`src/pwsb_pkg.sv`:
```
// Package with register offsets, field positions and reset values of the status bank.
package pwsb_pkg;
    // ------------------------------------------------------------------
    // Command codes
    // ------------------------------------------------------------------
    localparam logic [7:0] CMD_CLEAR_FAULTS = 8'h03;
    localparam logic [7:0] CMD_OC_LIMIT = 8'h4A;
    localparam logic [7:0] CMD_OV_LIMIT = 8'h57;
    localparam logic [7:0] CMD_UV_LIMIT = 8'h58;
    localparam logic [7:0] CMD_OP_LIMIT = 8'h6B;
    localparam logic [7:0] CMD_STATUS_BYTE = 8'h78;
    localparam logic [7:0] CMD_STATUS_WORD = 8'h79;
    localparam logic [7:0] CMD_CURRENT_STATUS = 8'h7B;
    localparam logic [7:0] CMD_INPUT_STATUS = 8'h7C;
    localparam logic [7:0] CMD_VENDOR_STATUS = 8'h80;
    localparam logic [7:0] CMD_AUX_OV_LIMIT = 8'hDE;
    localparam logic [7:0] CMD_AUX_UV_LIMIT = 8'hDF;
    // ------------------------------------------------------------------
    // Reset values
    // ------------------------------------------------------------------
    localparam logic [15:0] OP_LIMIT_RST = 16'h7FFF;
    localparam logic [11:0] OC_LIMIT_RST = 12'h7FF;
    localparam logic [11:0] OV_LIMIT_RST = 12'hFFF;
    localparam logic [11:0] UV_LIMIT_RST = 12'h000;
    localparam logic [11:0] AUX_OV_LIMIT_RST = 12'hFFF;
    localparam logic [11:0] AUX_UV_LIMIT_RST = 12'h000;
    // ------------------------------------------------------------------
    // Field positions
    // ------------------------------------------------------------------
    localparam int BIT_OTHER_PENDING = 0;
    localparam int BIT_COMM_FAULT = 1;
    localparam int BIT_VENDOR_SUMMARY = 12;
    localparam int BIT_INPUT_SUMMARY = 13;
    localparam int BIT_CURRENT_SUMMARY = 14;
    localparam int BIT_OVERCURRENT = 5;
    localparam int BIT_PRIMARY_OV = 6;
    localparam int BIT_PRIMARY_UV = 5;
    localparam int BIT_OVERPOWER = 0;
    localparam int BIT_AUX_OV = 6;
    localparam int BIT_AUX_UV = 5;
endpackage

```
`src/pwsb_cmp_if.sv`:
```
// Interface carrying one limit comparison between the bank and a comparator.
`timescale 1ns/1ns
interface pwsb_cmp_if #(
    parameter int W = 16
);
    logic signed [W-1:0] reading;
    logic signed [W-1:0] limit;
    logic trip;
    modport bank (output reading, output limit, input trip);
    modport cmp (input reading, input limit, output trip);
endinterface

```
`src/pwsb_signed_cmp.sv`:
```
// Signed-direction limit comparator shared by the power and current checks.
`timescale 1ns/1ns
module pwsb_signed_cmp (
    pwsb_cmp_if.cmp port
);
    // A positive limit trips on a larger reading, a negative one on a more negative reading.
    wire lim_neg = port.limit[$bits(port.limit)-1];
    wire above = port.reading > port.limit;
    wire below = port.reading < port.limit;
    assign port.trip = lim_neg ? below : above; // see R1 // see R2 //
endmodule

```
`src/pwsb_bank.sv`:
```
// Warning and status register bank of the power monitor, with its limit checks.
`timescale 1ns/1ns
// What this block does
// Positive overpower limit trips when power reading is above it.
// Negative overpower limit trips when power reading is below it.
// Overpower limit is 16-bit read-write, resets to 0x7FFF.
// Status bit value one means the fault or warning occurred.
// Low byte of status word equals the status byte.
// Communication fault bit 1 latches on bad command, PEC or structure.
// Status byte bit 0 is live: any current, input or vendor warning bit active (not the comm fault bit).
// Status word bit 14 live while current warning register nonzero.
// Status word bit 13 live while input warning register nonzero.
// Status word bit 12 live while vendor warning register nonzero.
// Reserved status word and status byte bits read zero.
// Current warning bit 5 latches on overcurrent.
// Input warning bit 6 latches on primary overvoltage.
// Input warning bit 5 latches on primary undervoltage.
// Input warning bit 0 latches on overpower.
// Unused bits of detail status registers read zero.
// Clear-faults command clears all latched bits; persisting ones set again.
// Overcurrent limit sign chooses the tripping direction.
// Vendor register latches aux over and undervoltage in bits 6 and 5.
// Limits are checked once per completed monitor conversion.
// Reset clears every latched warning and fault bit.
module pwsb_bank (
    input wire logic clock_in,
    input wire logic sys_rst_in,
    input wire logic clk_en_in,
    input wire logic cmd_write_in,
    input wire logic cmd_read_in,
    input wire logic [7:0] cmd_code_in,
    input wire logic [15:0] cmd_wdata_in,
    input wire logic comm_error_in,
    input wire logic conv_done_in,
    input wire logic signed [11:0] sensed_current_in,
    input wire logic [11:0] primary_voltage_input_in,
    input wire logic [11:0] auxiliary_voltage_input_in,
    input wire logic signed [15:0] power_in,
    output logic [15:0] cmd_rdata_out,
    output logic cmd_ack_out,
    output logic other_status_pending_out
);
    // ------------------------------------------------------------------
    // Limit registers
    // ------------------------------------------------------------------
    logic [15:0] overpower_limit_r;
    logic [11:0] overcurrent_limit_r;
    logic [11:0] primary_overvoltage_limit_r;
    logic [11:0] primary_undervoltage_limit_r;
    logic [11:0] aux_ov_limit_r;
    logic [11:0] aux_uv_limit_r;

    wire wr_op = cmd_write_in && cmd_code_in == pwsb_pkg::CMD_OP_LIMIT;
    wire wr_oc = cmd_write_in && cmd_code_in == pwsb_pkg::CMD_OC_LIMIT;
    wire wr_ov = cmd_write_in && cmd_code_in == pwsb_pkg::CMD_OV_LIMIT;
    wire wr_uv = cmd_write_in && cmd_code_in == pwsb_pkg::CMD_UV_LIMIT;
    wire wr_aov = cmd_write_in && cmd_code_in == pwsb_pkg::CMD_AUX_OV_LIMIT;
    wire wr_auv = cmd_write_in && cmd_code_in == pwsb_pkg::CMD_AUX_UV_LIMIT;
    wire clear_cmd = cmd_write_in && cmd_code_in == pwsb_pkg::CMD_CLEAR_FAULTS;

    always_ff @(posedge clock_in) begin
        if (sys_rst_in) begin
            overpower_limit_r <= pwsb_pkg::OP_LIMIT_RST;
            overcurrent_limit_r <= pwsb_pkg::OC_LIMIT_RST;
            primary_overvoltage_limit_r <= pwsb_pkg::OV_LIMIT_RST;
            primary_undervoltage_limit_r <= pwsb_pkg::UV_LIMIT_RST;
            aux_ov_limit_r <= pwsb_pkg::AUX_OV_LIMIT_RST;
            aux_uv_limit_r <= pwsb_pkg::AUX_UV_LIMIT_RST;
        end else if (clk_en_in) begin
            if (wr_op) overpower_limit_r <= cmd_wdata_in;
            if (wr_oc) overcurrent_limit_r <= cmd_wdata_in[11:0];
            if (wr_ov) primary_overvoltage_limit_r <= cmd_wdata_in[11:0];
            if (wr_uv) primary_undervoltage_limit_r <= cmd_wdata_in[11:0];
            if (wr_aov) aux_ov_limit_r <= cmd_wdata_in[11:0];
            if (wr_auv) aux_uv_limit_r <= cmd_wdata_in[11:0];
        end
    end

    // ------------------------------------------------------------------
    // Comparisons
    // ------------------------------------------------------------------
    pwsb_cmp_if #(.W(16)) power_cmp ();
    pwsb_cmp_if #(.W(12)) current_cmp ();
    assign power_cmp.reading = power_in;
    assign power_cmp.limit = overpower_limit_r;
    assign current_cmp.reading = sensed_current_in;
    assign current_cmp.limit = overcurrent_limit_r;
    pwsb_signed_cmp u_power_cmp (.port(power_cmp));
    pwsb_signed_cmp u_current_cmp (.port(current_cmp));

    // Voltages are unsigned codes; a default limit disables its check naturally.
    wire ov_trip = primary_voltage_input_in > primary_overvoltage_limit_r;
    wire uv_trip = primary_voltage_input_in < primary_undervoltage_limit_r;
    wire aov_trip = auxiliary_voltage_input_in > aux_ov_limit_r;
    wire auv_trip = auxiliary_voltage_input_in < aux_uv_limit_r;

    // ------------------------------------------------------------------
    // Latched warning bits
    // ------------------------------------------------------------------
    logic overcurrent_warning_r;
    logic primary_overvoltage_warning_r;
    logic primary_undervoltage_warning_r;
    logic overpower_warning_r;
    logic aux_overvoltage_warning_r;
    logic aux_undervoltage_warning_r;
    logic comm_fault_flag_r;

    // A new event wins over a clear in the same cycle so it is never lost.
    wire [6:0] set_vec = {comm_error_in, {6{conv_done_in}} &
        {auv_trip, aov_trip, power_cmp.trip, uv_trip, ov_trip, current_cmp.trip}};
    wire [6:0] flag_now = {comm_fault_flag_r, aux_undervoltage_warning_r,
        aux_overvoltage_warning_r, overpower_warning_r, primary_undervoltage_warning_r,
        primary_overvoltage_warning_r, overcurrent_warning_r};
    wire [6:0] flag_nxt = set_vec | (flag_now & {7{!clear_cmd}});

    always_ff @(posedge clock_in) begin
        if (sys_rst_in) begin
            {comm_fault_flag_r, aux_undervoltage_warning_r, aux_overvoltage_warning_r,
                overpower_warning_r, primary_undervoltage_warning_r,
                primary_overvoltage_warning_r, overcurrent_warning_r} <= 7'h00;
        end else if (clk_en_in) begin
            // see R6 see R12 see R13 see R14 see R15
            {comm_fault_flag_r, aux_undervoltage_warning_r, aux_overvoltage_warning_r,
                overpower_warning_r, primary_undervoltage_warning_r,
                primary_overvoltage_warning_r, overcurrent_warning_r} <= flag_nxt;
        end
    end

    // ------------------------------------------------------------------
    // Register images and read decode
    // ------------------------------------------------------------------
    wire [7:0] current_warning_register = {2'b00, overcurrent_warning_r, 5'b00000};
    wire [7:0] input_warning_register = {1'b0, primary_overvoltage_warning_r,
        primary_undervoltage_warning_r, 4'b0000, overpower_warning_r}; // see R16
    wire [7:0] vendor_warning_register = {1'b0, aux_overvoltage_warning_r,
        aux_undervoltage_warning_r, 5'b00000};
    wire current_summary_flag = |current_warning_register;
    wire input_summary_flag = |input_warning_register;
    wire vendor_summary_flag = |vendor_warning_register;
    wire other_status_pending = current_summary_flag | input_summary_flag
        | vendor_summary_flag;
    wire [7:0] top_status_byte = {6'b000000, comm_fault_flag_r, other_status_pending};
    wire [15:0] top_status_word = {1'b0, current_summary_flag, input_summary_flag,
        vendor_summary_flag, 4'b0000, top_status_byte}; // see R5

    logic [15:0] rd_mux;
    always_comb begin
        unique case (cmd_code_in)
            pwsb_pkg::CMD_OP_LIMIT: rd_mux = overpower_limit_r;
            pwsb_pkg::CMD_OC_LIMIT: rd_mux = {4'h0, overcurrent_limit_r};
            pwsb_pkg::CMD_OV_LIMIT: rd_mux = {4'h0, primary_overvoltage_limit_r};
            pwsb_pkg::CMD_UV_LIMIT: rd_mux = {4'h0, primary_undervoltage_limit_r};
            pwsb_pkg::CMD_AUX_OV_LIMIT: rd_mux = {4'h0, aux_ov_limit_r};
            pwsb_pkg::CMD_AUX_UV_LIMIT: rd_mux = {4'h0, aux_uv_limit_r};
            pwsb_pkg::CMD_STATUS_BYTE: rd_mux = {8'h00, top_status_byte};
            pwsb_pkg::CMD_STATUS_WORD: rd_mux = top_status_word;
            pwsb_pkg::CMD_CURRENT_STATUS: rd_mux = {8'h00, current_warning_register};
            pwsb_pkg::CMD_INPUT_STATUS: rd_mux = {8'h00, input_warning_register};
            pwsb_pkg::CMD_VENDOR_STATUS: rd_mux = {8'h00, vendor_warning_register};
            default: rd_mux = 16'h0000;
        endcase
    end

    // Outputs are registered, so a read answers one enabled cycle after it is taken.
    always_ff @(posedge clock_in) begin
        if (sys_rst_in) begin
            cmd_rdata_out <= 16'h0000;
            cmd_ack_out <= 1'b0;
            other_status_pending_out <= 1'b0;
        end else if (clk_en_in) begin
            if (cmd_read_in) cmd_rdata_out <= rd_mux;
            cmd_ack_out <= cmd_read_in;
            other_status_pending_out <= |flag_nxt[5:0];
        end
    end

    // ------------------------------------------------------------------
    // Checks
    // ------------------------------------------------------------------
    AST_OP_LATCH: assert property (@(posedge clock_in) disable iff (sys_rst_in)
        clk_en_in && conv_done_in && power_cmp.trip |=> overpower_warning_r)
        else $error("overpower not latched");
    AST_OP_SIGN: assert property (@(posedge clock_in) disable iff (sys_rst_in)
        overpower_limit_r[15] && ($signed(power_in) < $signed(overpower_limit_r))
        |-> power_cmp.trip)
        else $error("negative overpower limit missed");
    AST_OC_LATCH: assert property (@(posedge clock_in) disable iff (sys_rst_in)
        clk_en_in && conv_done_in && current_cmp.trip |=> overcurrent_warning_r)
        else $error("overcurrent not latched");
    AST_UV_LATCH: assert property (@(posedge clock_in) disable iff (sys_rst_in)
        clk_en_in && conv_done_in && uv_trip |=> primary_undervoltage_warning_r)
        else $error("undervoltage not latched");
    AST_COMM_LATCH: assert property (@(posedge clock_in) disable iff (sys_rst_in)
        clk_en_in && comm_error_in |=> comm_fault_flag_r)
        else $error("comm fault not latched");
    AST_CLEAR: assert property (@(posedge clock_in) disable iff (sys_rst_in)
        clk_en_in && clear_cmd && !comm_error_in && !conv_done_in |=> flag_now == 7'h00)
        else $error("clear faults did not clear");
    AST_HOLD: assert property (@(posedge clock_in) disable iff (sys_rst_in)
        primary_overvoltage_warning_r && !clear_cmd |=> primary_overvoltage_warning_r)
        else $error("warning not held");
    AST_WORD_LOW: assert property (@(posedge clock_in) disable iff (sys_rst_in)
        clk_en_in && cmd_read_in && cmd_code_in == pwsb_pkg::CMD_STATUS_WORD
        |=> cmd_ack_out && cmd_rdata_out[7:0] == $past(top_status_byte)
            && cmd_rdata_out[15] == 1'b0 && cmd_rdata_out[11:8] == 4'h0)
        else $error("status word low byte mismatch");
    AST_SUMMARY: assert property (@(posedge clock_in) disable iff (sys_rst_in)
        clk_en_in && !clear_cmd && (aux_overvoltage_warning_r || aux_undervoltage_warning_r)
        |=> other_status_pending_out)
        else $error("pending summary wrong");
    AST_OP_DEFAULT: assert property (@(posedge clock_in) disable iff (sys_rst_in)
        overpower_limit_r == pwsb_pkg::OP_LIMIT_RST |-> !power_cmp.trip)
        else $error("default overpower limit tripped");

    COV_OP: cover property (@(posedge clock_in) overpower_warning_r);
    COV_COMM: cover property (@(posedge clock_in) comm_fault_flag_r ##1 !comm_fault_flag_r);
    COV_AUX: cover property (@(posedge clock_in) aux_overvoltage_warning_r);
    COV_CLEAR_SET: cover property (@(posedge clock_in) clk_en_in && clear_cmd && comm_error_in);
    COV_NEG_OC: cover property (@(posedge clock_in) overcurrent_limit_r[11] && overcurrent_warning_r);

    // ------------------------------------------------------------------
    // Latch, comparator, read image, limit write and reset checks
    // ------------------------------------------------------------------
    wire rd_word = clk_en_in && cmd_read_in && cmd_code_in == pwsb_pkg::CMD_STATUS_WORD;
    wire rd_byte = clk_en_in && cmd_read_in && cmd_code_in == pwsb_pkg::CMD_STATUS_BYTE;
    wire rd_cur = clk_en_in && cmd_read_in && cmd_code_in == pwsb_pkg::CMD_CURRENT_STATUS;
    wire rd_in = clk_en_in && cmd_read_in && cmd_code_in == pwsb_pkg::CMD_INPUT_STATUS;
    wire rd_ven = clk_en_in && cmd_read_in && cmd_code_in == pwsb_pkg::CMD_VENDOR_STATUS;
    AST_OV_LATCH: assert property (
        @(posedge clock_in) disable iff (sys_rst_in)
        clk_en_in && conv_done_in && ov_trip |=> primary_overvoltage_warning_r)
        else $error("overvoltage not latched");
    AST_AOV_LATCH: assert property (
        @(posedge clock_in) disable iff (sys_rst_in)
        clk_en_in && conv_done_in && aov_trip |=> aux_overvoltage_warning_r)
        else $error("aux overvoltage not latched");
    AST_AUV_LATCH: assert property (
        @(posedge clock_in) disable iff (sys_rst_in)
        clk_en_in && conv_done_in && auv_trip |=> aux_undervoltage_warning_r)
        else $error("aux undervoltage not latched");
    AST_OP_POS: assert property (
        @(posedge clock_in) disable iff (sys_rst_in)
        !overpower_limit_r[15] && power_in > $signed(overpower_limit_r) |-> power_cmp.trip)
        else $error("positive overpower limit missed");
    AST_OC_NEG: assert property (
        @(posedge clock_in) disable iff (sys_rst_in) overcurrent_limit_r[11]
        && sensed_current_in < $signed(overcurrent_limit_r) |-> current_cmp.trip)
        else $error("negative overcurrent limit missed");
    AST_OC_POS: assert property (
        @(posedge clock_in) disable iff (sys_rst_in) !overcurrent_limit_r[11]
        && sensed_current_in > $signed(overcurrent_limit_r) |-> current_cmp.trip)
        else $error("positive overcurrent limit missed");
    AST_NO_CONV: assert property (
        @(posedge clock_in) disable iff (sys_rst_in)
        !conv_done_in && !overpower_warning_r |=> !overpower_warning_r)
        else $error("warning set without conversion");
    AST_WORD_CUR: assert property (
        @(posedge clock_in) disable iff (sys_rst_in)
        rd_word && overcurrent_warning_r |=> cmd_rdata_out[14])
        else $error("current summary missing");
    AST_WORD_IN: assert property (
        @(posedge clock_in) disable iff (sys_rst_in) rd_word &&
        (primary_overvoltage_warning_r || primary_undervoltage_warning_r || overpower_warning_r)
        |=> cmd_rdata_out[13])
        else $error("input summary missing");
    AST_WORD_VEN: assert property (
        @(posedge clock_in) disable iff (sys_rst_in)
        rd_word && (aux_overvoltage_warning_r || aux_undervoltage_warning_r) |=> cmd_rdata_out[12])
        else $error("vendor summary missing");
    AST_WORD_IDLE: assert property (
        @(posedge clock_in) disable iff (sys_rst_in)
        rd_word && flag_now == 7'h00 |=> cmd_rdata_out == 16'h0000)
        else $error("idle status word not zero");
    AST_BYTE_PEND: assert property (
        @(posedge clock_in) disable iff (sys_rst_in)
        rd_byte && overcurrent_warning_r |=> cmd_rdata_out[0])
        else $error("status byte pending bit missing");
    AST_BYTE_RSV: assert property (
        @(posedge clock_in) disable iff (sys_rst_in)
        rd_byte |=> cmd_rdata_out[15:2] == 14'h0000)
        else $error("status byte reserved bits set");
    AST_CUR_RSV: assert property (
        @(posedge clock_in) disable iff (sys_rst_in)
        rd_cur |=> cmd_rdata_out[15:6] == 10'h000 && cmd_rdata_out[4:0] == 5'h00)
        else $error("current status unused bits set");
    AST_IN_RSV: assert property (
        @(posedge clock_in) disable iff (sys_rst_in)
        rd_in |=> cmd_rdata_out[15:7] == 9'h000 && cmd_rdata_out[4:1] == 4'h0)
        else $error("input status unused bits set");
    AST_VEN_RSV: assert property (
        @(posedge clock_in) disable iff (sys_rst_in)
        rd_ven |=> cmd_rdata_out[15:7] == 9'h000 && cmd_rdata_out[4:0] == 5'h00)
        else $error("vendor status unused bits set");
    AST_OP_WRITE: assert property (
        @(posedge clock_in) disable iff (sys_rst_in)
        clk_en_in && wr_op |=> overpower_limit_r == $past(cmd_wdata_in))
        else $error("overpower limit write lost");
    AST_OP_KEEP: assert property (
        @(posedge clock_in) disable iff (sys_rst_in)
        clk_en_in && !wr_op |=> $stable(overpower_limit_r))
        else $error("overpower limit changed unasked");
    AST_COMM_HOLD: assert property (
        @(posedge clock_in) disable iff (sys_rst_in)
        comm_fault_flag_r && !clear_cmd |=> comm_fault_flag_r)
        else $error("comm fault not held");
    AST_RESET: assert property (
        @(posedge clock_in) sys_rst_in |=> flag_now == 7'h00 && !cmd_ack_out
        && !other_status_pending_out && overpower_limit_r == pwsb_pkg::OP_LIMIT_RST)
        else $error("reset left state behind");
endmodule

```
`config.mk`:
```
export PLATFORM = sky130hd
export DESIGN_NAME = pwsb_bank
export DESIGN_NICKNAME = d
export VERILOG_FILES = /design/src/pwsb_pkg.sv /design/src/pwsb_cmp_if.sv /design/src/pwsb_signed_cmp.sv /design/src/pwsb_bank.sv
export SDC_FILE = /design/constraint.sdc
export NUM_CORES = 1
export LEC_CHECK = 0
export ABC_AREA = 0
export BUFFER_PORTS_ARGS = -buffer_cell sky130_fd_sc_hd__buf_2
export CAP_MARGIN = 10
export CORE_MARGIN = 10
export CORE_UTILIZATION = 50
export DETAILED_ROUTE_END_ITERATION = 6
export PLACE_DENSITY = 0.8
export REMOVE_ABC_BUFFERS = 1
export SETUP_SLACK_MARGIN = 0.15
export SLEW_MARGIN = 20
export SYNTH_ARGS = -nofsm -noshare
export SYNTH_HDL_FRONTEND = slang
export SYNTH_SLANG_ARGS = --single-unit
export TNS_END_PERCENT = 5
```
`constraint.sdc`:
```
create_clock -name clock_in -period 4.3 [get_ports clock_in]
set_input_delay 0.86 -clock clock_in [delete_from_list [all_inputs] [get_ports clock_in]]
set_output_delay 0.86 -clock clock_in [all_outputs]
set_load 0.1 [all_outputs]
```
# ---- After elaboration in Yosys (flattened, before gate mapping)
# Cells that the tools add are included.
dict set report totals {
  in_bits 83
  elab_cells 62
  out_inout_bits 18
  register_bits 101
}
dict set report op_classes {
  n_eq_ne 12
  bitwise 5
  reduce_logical 18
  order_cmp 8
  muxes 3
}
# operator n
set op_table {}
lappend op_table {{$pmux 16 s11} 1}
lappend op_table {{$eq 8x7->1 const B} 8}
lappend op_table {{$gt 12x12->1} 3}
lappend op_table {{$lt 12x12->1} 3}
lappend op_table {{$eq 8x8->1 const B} 3}
lappend op_table {{$gt 16x16->1} 1}
lappend op_table {{$lt 16x16->1} 1}
lappend op_table {{$reduce_and 2->1} 7}
lappend op_table {{$eq 8x2->1 const B} 1}
lappend op_table {{$and 7x7->7} 1}
lappend op_table {{$logic_and 1x1->1} 7}
lappend op_table {{$or 7x7->7} 1}
lappend op_table {{$and 6x6->6} 1}
lappend op_table {{$reduce_or 6->1} 1}
lappend op_table {{$reduce_or 3->1} 1}
lappend op_table {{$mux 1} 2}
lappend op_table {{$or 1x1->1} 2}
lappend op_table {{$reduce_or 2->1} 1}
lappend op_table {{$logic_not 1->1} 1}

# ---- Longest topological paths before layout
dict set report logic_depth {
  ltp_word 6
  mapped_depth 9
  mapped_depth_nobuf 9
}

# ---- By module
# A second synthesis with hierarchy kept.
dict set report hier_totals {
  hier_cells 748
  hier_area_um2 6352.3
}
# mod cells_each seq_area_each_um2 area_each_um2 instances
set by_module_without_submodules {}
lappend by_module_without_submodules {pwsb_bank 647 2021.9 5571.6 1}
lappend by_module_without_submodules {{pwsb_signed_cmp at u_power_cmp} 58 0.0 439.2 1}
lappend by_module_without_submodules {{pwsb_signed_cmp at u_current_cmp} 43 0.0 341.6 1}

# ---- Worst setup path after synthesis
# OpenSTA, ideal clock, no wires.
dict set report synth_path {
  path_kind {input -> register}
  start {in primary_voltage_input_in[11]}
  end {reg other_status_pending_out}
  setup_time_ps 133
  n_path_buf 0
  t_arrival_ps 2621
  required_time_ps 4167
  slack_ps 1546
  stages 8
  path_cell_list {ha_1 -> a21oi_1 -> o21ai_0 -> a2111oi_0 -> a21oi_1 -> or3_1 -> nor4b_1 -> a311oi_1}
}
dict set report synth_via {
  elab_chain_cells 4
  word_cells_on_any_way 5
  classes_between {order compare (2); bitwise (2); reduce/logical (1)}
}
# item line
set synth_lines {}
lappend synth_lines {{start, declared} pwsb_bank.sv:36} ;# input wire logic [11:0] primary_voltage_input_in,
lappend synth_lines {{$gt 12x12->1 or $lt 12x12->1 (tied branches)} {pwsb_bank.sv:92, pwsb_bank.sv:93}}
lappend synth_lines {{$and 6x6->6 *} pwsb_bank.sv:109} ;# wire [6:0] set_vec = {comm_error_in, {6{conv_done_in}} &
lappend synth_lines {{$or 7x7->7 *} pwsb_bank.sv:114} ;# wire [6:0] flag_nxt = set_vec | (flag_now & {7{!clear_cmd}});
lappend synth_lines {{$reduce_or 6->1 *} pwsb_bank.sv:173} ;# other_status_pending_out <= |flag_nxt[5:0];
lappend synth_lines {{end signal, assigned} pwsb_bank.sv:173}
lappend synth_lines {{end, declared} pwsb_bank.sv:41} ;# output logic other_status_pending_out
# Every way passes the cells marked *; elsewhere a longest branch is shown, timed or not.
# A chain may end at the register's enable or synchronous reset.

# ---- Final worst setup path
dict set report layout_path {
  start {in auxiliary_voltage_input_in[6]}
  end {reg other_status_pending_out}
}
dict set report layout_via {
  elab_chain_cells 4
  word_cells_on_any_way 5
  classes_between {order compare (2); bitwise (2); reduce/logical (1)}
}
# item line
set layout_lines {}
lappend layout_lines {{start, declared} pwsb_bank.sv:37} ;# input wire logic [11:0] auxiliary_voltage_input_in,
lappend layout_lines {{$gt 12x12->1 or $lt 12x12->1 (tied branches)} {pwsb_bank.sv:94, pwsb_bank.sv:95}}
lappend layout_lines {{$and 6x6->6 *} pwsb_bank.sv:109}
lappend layout_lines {{$or 7x7->7 *} pwsb_bank.sv:114}
lappend layout_lines {{$reduce_or 6->1 *} pwsb_bank.sv:173}
# Marks and branches as above.

==> out/metrics.yaml <==
synth:
  synthesis.area_mm2: 0.006319
  synth_cell_types: 64
  ys_ff_latch: 101
  synth_area_per_cell_um2: 8.358
  synthCells: 756
  synth_warnings: 0
  yosysSeqAreaShare_pct: 32.00
  synth_edf_count: 0
  synth_flop_cell: "dfxtp_1"
  ys_async_sr_fraction_pct: 0
floorplan:
  die_area_mm2: 0.01753
  fp.dieW_um: 132.4
  io_pins: 101
  core-area_mm2: 0.01252
  num_rows: 41
  initial_core_util_pct: 50.48
  die_y_um: 132.4
job:
  maxCapViolations: 0
cells_and_area:
  fillCellCount: 1137
  n_antenna_cell: 0
  fin_nets: 997
  syn2layout_area_growth_pct: 14.83
  finalInstanceArea_mm2: 0.007256
  drive_gt1_share_pct: 17.06
clocking:
  cts_tree: "yes"
  clock_sinks: 101
  clock_latency_ns: 0.34
  cts.path.max_buffers: 2
  holdBufCountCts: 0
  cts_resized: 0
  cts.clk_slew.worst_paths_ns: 0.07
  cts_root_buf: "clkbuf_16"
  ctsHtreeMaxLevel: 3
  post_cts_buffers: 0
  cts_buffers: 9
hold_path:
  hp-start: "cmd_rdata_out[15]"
  holdPathEnd: "cmd_rdata_out[15]"
  holdPathStages: 2
  hp-class: "reg -> reg"
global_routing:
  grt_start_max_net_pins: 84
  grt_pass1_vias: 5704
  grt_pass1_wl_um: 29500
  track_usage_pct: 20.38
  antenna_found_initial: 1
  overflow: 0
timing:
  slew_viol_final: 0
  final_hold_viol_count: 0
  relSlewSlack_pct: 49.60
  finalClockSkew_ns: 0.006819
  setup-tns-final_ns: 0
  finalSetupViolCount: 0
  max_freq_ghz: 0.3183
  fin_crit_ns: 3.142
  rsz0062_at_grt: "no"
  worst_slew_pin_slew_ns: 0.7492
  min_period_over_period_pct: 73.07
place:
  placed_area_mm2: 0.006943
  dp_hpwl_um: 14230
  gp_congestion: 0.9274
  port_buffers: 100
run_status:
  violations: "DRC"
  status: "finished, violations left"
route:
  num_vias: 5844
  detail_route.wl_per_cell_um: 17.97
  dr.pass1.iters: 7
  route.detailed.drc: 6
  vias_per_cell: 5.752
  drtIter0Drc: 665
  wl_um: 18250
  antenna_left: 0
setup_path:
  r2r_end: "other_status_pending_out"
  reg2reg_from: "aux_uv_limit_r[6]"
  critPathCaptureType: "register"
  worstPathArrival_ns: 3.40
  path_max_fanout: 2
  worstSetupPathType: "in -> reg"
  r2r_cells: 9
  start_kind: "input pin"
  cp.required_ns: 4.56
  rrSetupSlack_ns: 1.40
pwr:
  power_density_mw_per_mm2: 280.4
  p_leak_nw: 3.241
  ir_worst_vdd_uv: 195.2
  total_power_mw: 2.034
-- worst max-delay path, cell delays in order --
cell and delay, ns:
buf_2 0.11, ha_1 0.31, a21o_1 0.20, a2111oi_0 0.47, nor2_1 0.09, a2111oi_0 0.47
o21ai_0 0.39, nor4b_1 0.26, a311oi_1 0.24
-- layer usage --
metal  wire (um)  global-route usage (%)  up-vias
met5          13                       0        -
met4         393                   5.440        2
met3        1441                   4.996       39
met2        8525                   33.18      246
met1        7879                   26.28     2693
li1            -                       -     2864
-- report_power, final --
| group | total [mW] | internal (mW) | switching [mW] |
|---|---|---|---|
| clock | 0.865 | 0.509 | 0.356 |
| sequential | 0.943 | 0.940 | 0.00381 |
| combinational | 0.226 | 0.0850 | 0.141 |
| total | 2.03 | 1.53 | 0.500 |
-- sequential cells by signal (all words and copies together), names as in the netlist, 12 cells and up --
signal                        flops
primary_overvoltage_limit_r      12
current_cmp.limit                12
aux_ov_limit_r                   12
cmd_rdata_out                    16
primary_undervoltage_limit_r     12
aux_uv_limit_r                   12
overpower_limit_r                16
-- layout by cell type (no fill, tap or decap), types with 9 or more instances in the layout --
master     synthesis  routed
a211o_1           51      51
a21oi_1           39      39
a22oi_1           19      19
buf_2             11     100
buf_4              3       9
clkbuf_16          0       9
dfxtp_1          101     101
ha_1              74      74
inv_1             78      78
mux2i_1           26      26
nand2_1           66      66
nand4_1           18      18
nor2_1            90      90
nor2b_1           10      10
o21ai_0           28      28
-- cell families after synthesis --
family                     share of synthesized area, %
muxes                                             4.297
adders and majority gates                         14.65
buffers and inverters                             7.465
and+or+nand+nor                                   17.68
AOI/OAI and AO/OA                                 23.90
DFF                                               32.00
-- cell type report --
| type | instances | area, um2 | share of cell area (%) |
|---|---|---|---|
| Tap cell | 172 | 215.2 | 2.966 |
| Multi-Input combinational cell | 540 | 3825 | 52.72 |
| Clock buffer | 10 | 229.0 | 3.156 |
| Timing Repair Buffer | 110 | 588.1 | 8.105 |
| Inverter | 78 | 292.8 | 4.035 |
| Sequential cell | 101 | 2022 | 27.87 |
| Clock inverter | 5 | 83.83 | 1.155 |
-- worst max path at each step --
stage	to	slack, ns	start
after detailed placement	other_status_pending_out	0.87	auxiliary_voltage_input_in[6]
after global routing	other_status_pending_out	1.07	auxiliary_voltage_input_in[6]
after CTS	other_status_pending_out	1.21	auxiliary_voltage_input_in[6]
after global placement	other_status_pending_out	0.91	auxiliary_voltage_input_in[6]
final	other_status_pending_out	1.16	auxiliary_voltage_input_in[6]
after floorplan	primary_overvoltage_limit_r[0]	1.08	cmd_code_in[5]
-- cell usage after synthesis (2+ instances only) --
master     count  area share, %
a21oi_1       39            3.1
nor2_1        90            5.3
buf_6          2           0.36
nand3_1        7           0.55
and2_1         5           0.50
buf_4          3           0.36
nand2b_1       6           0.59
nor2b_1       10           0.99
clkbuf_1      20            1.2
mux2i_1       26            4.1
nand2_1       66            3.9
a2111oi_0      3           0.42
a311oi_1       2           0.28
a22oi_1       19            2.3
o21ai_0       28            2.2
buf_2         11           0.87
nor3_1         8           0.63
a31oi_1        3           0.30
ha_1          74             15
inv_1         78            4.6
o211ai_1       8           0.95
nor3_2         3           0.48
o221ai_1       3           0.42
o21a_1         6           0.71
a32oi_1        2           0.28
nor3b_1        2           0.24
a22o_1         4           0.55
a211o_1       51            7.1
a21o_1         8           0.95
or3_1          3           0.30
a211oi_1       4           0.48
dfxtp_1      101             32
a21oi_2        3           0.42
a2bb2oi_1      6           0.83
o21ai_2        3           0.42
nand4_1       18            1.8
a222oi_1       4           0.63
-- stage by stage --
stage,setup WS [ns],instances,hold slack [ns],utilization (%)
CTS,1.206,1016,0.4532,57.97
detailed placement,0.8722,1001,0.4451,55.47
global route,1.068,1016,0.4746,57.97
floorplan,1.085,719,0.4344,-
global placement,0.9138,1001,0.4381,55.47
finish,1.158,1016,0.4503,57.97
Power figures use the tool's default switching activity.
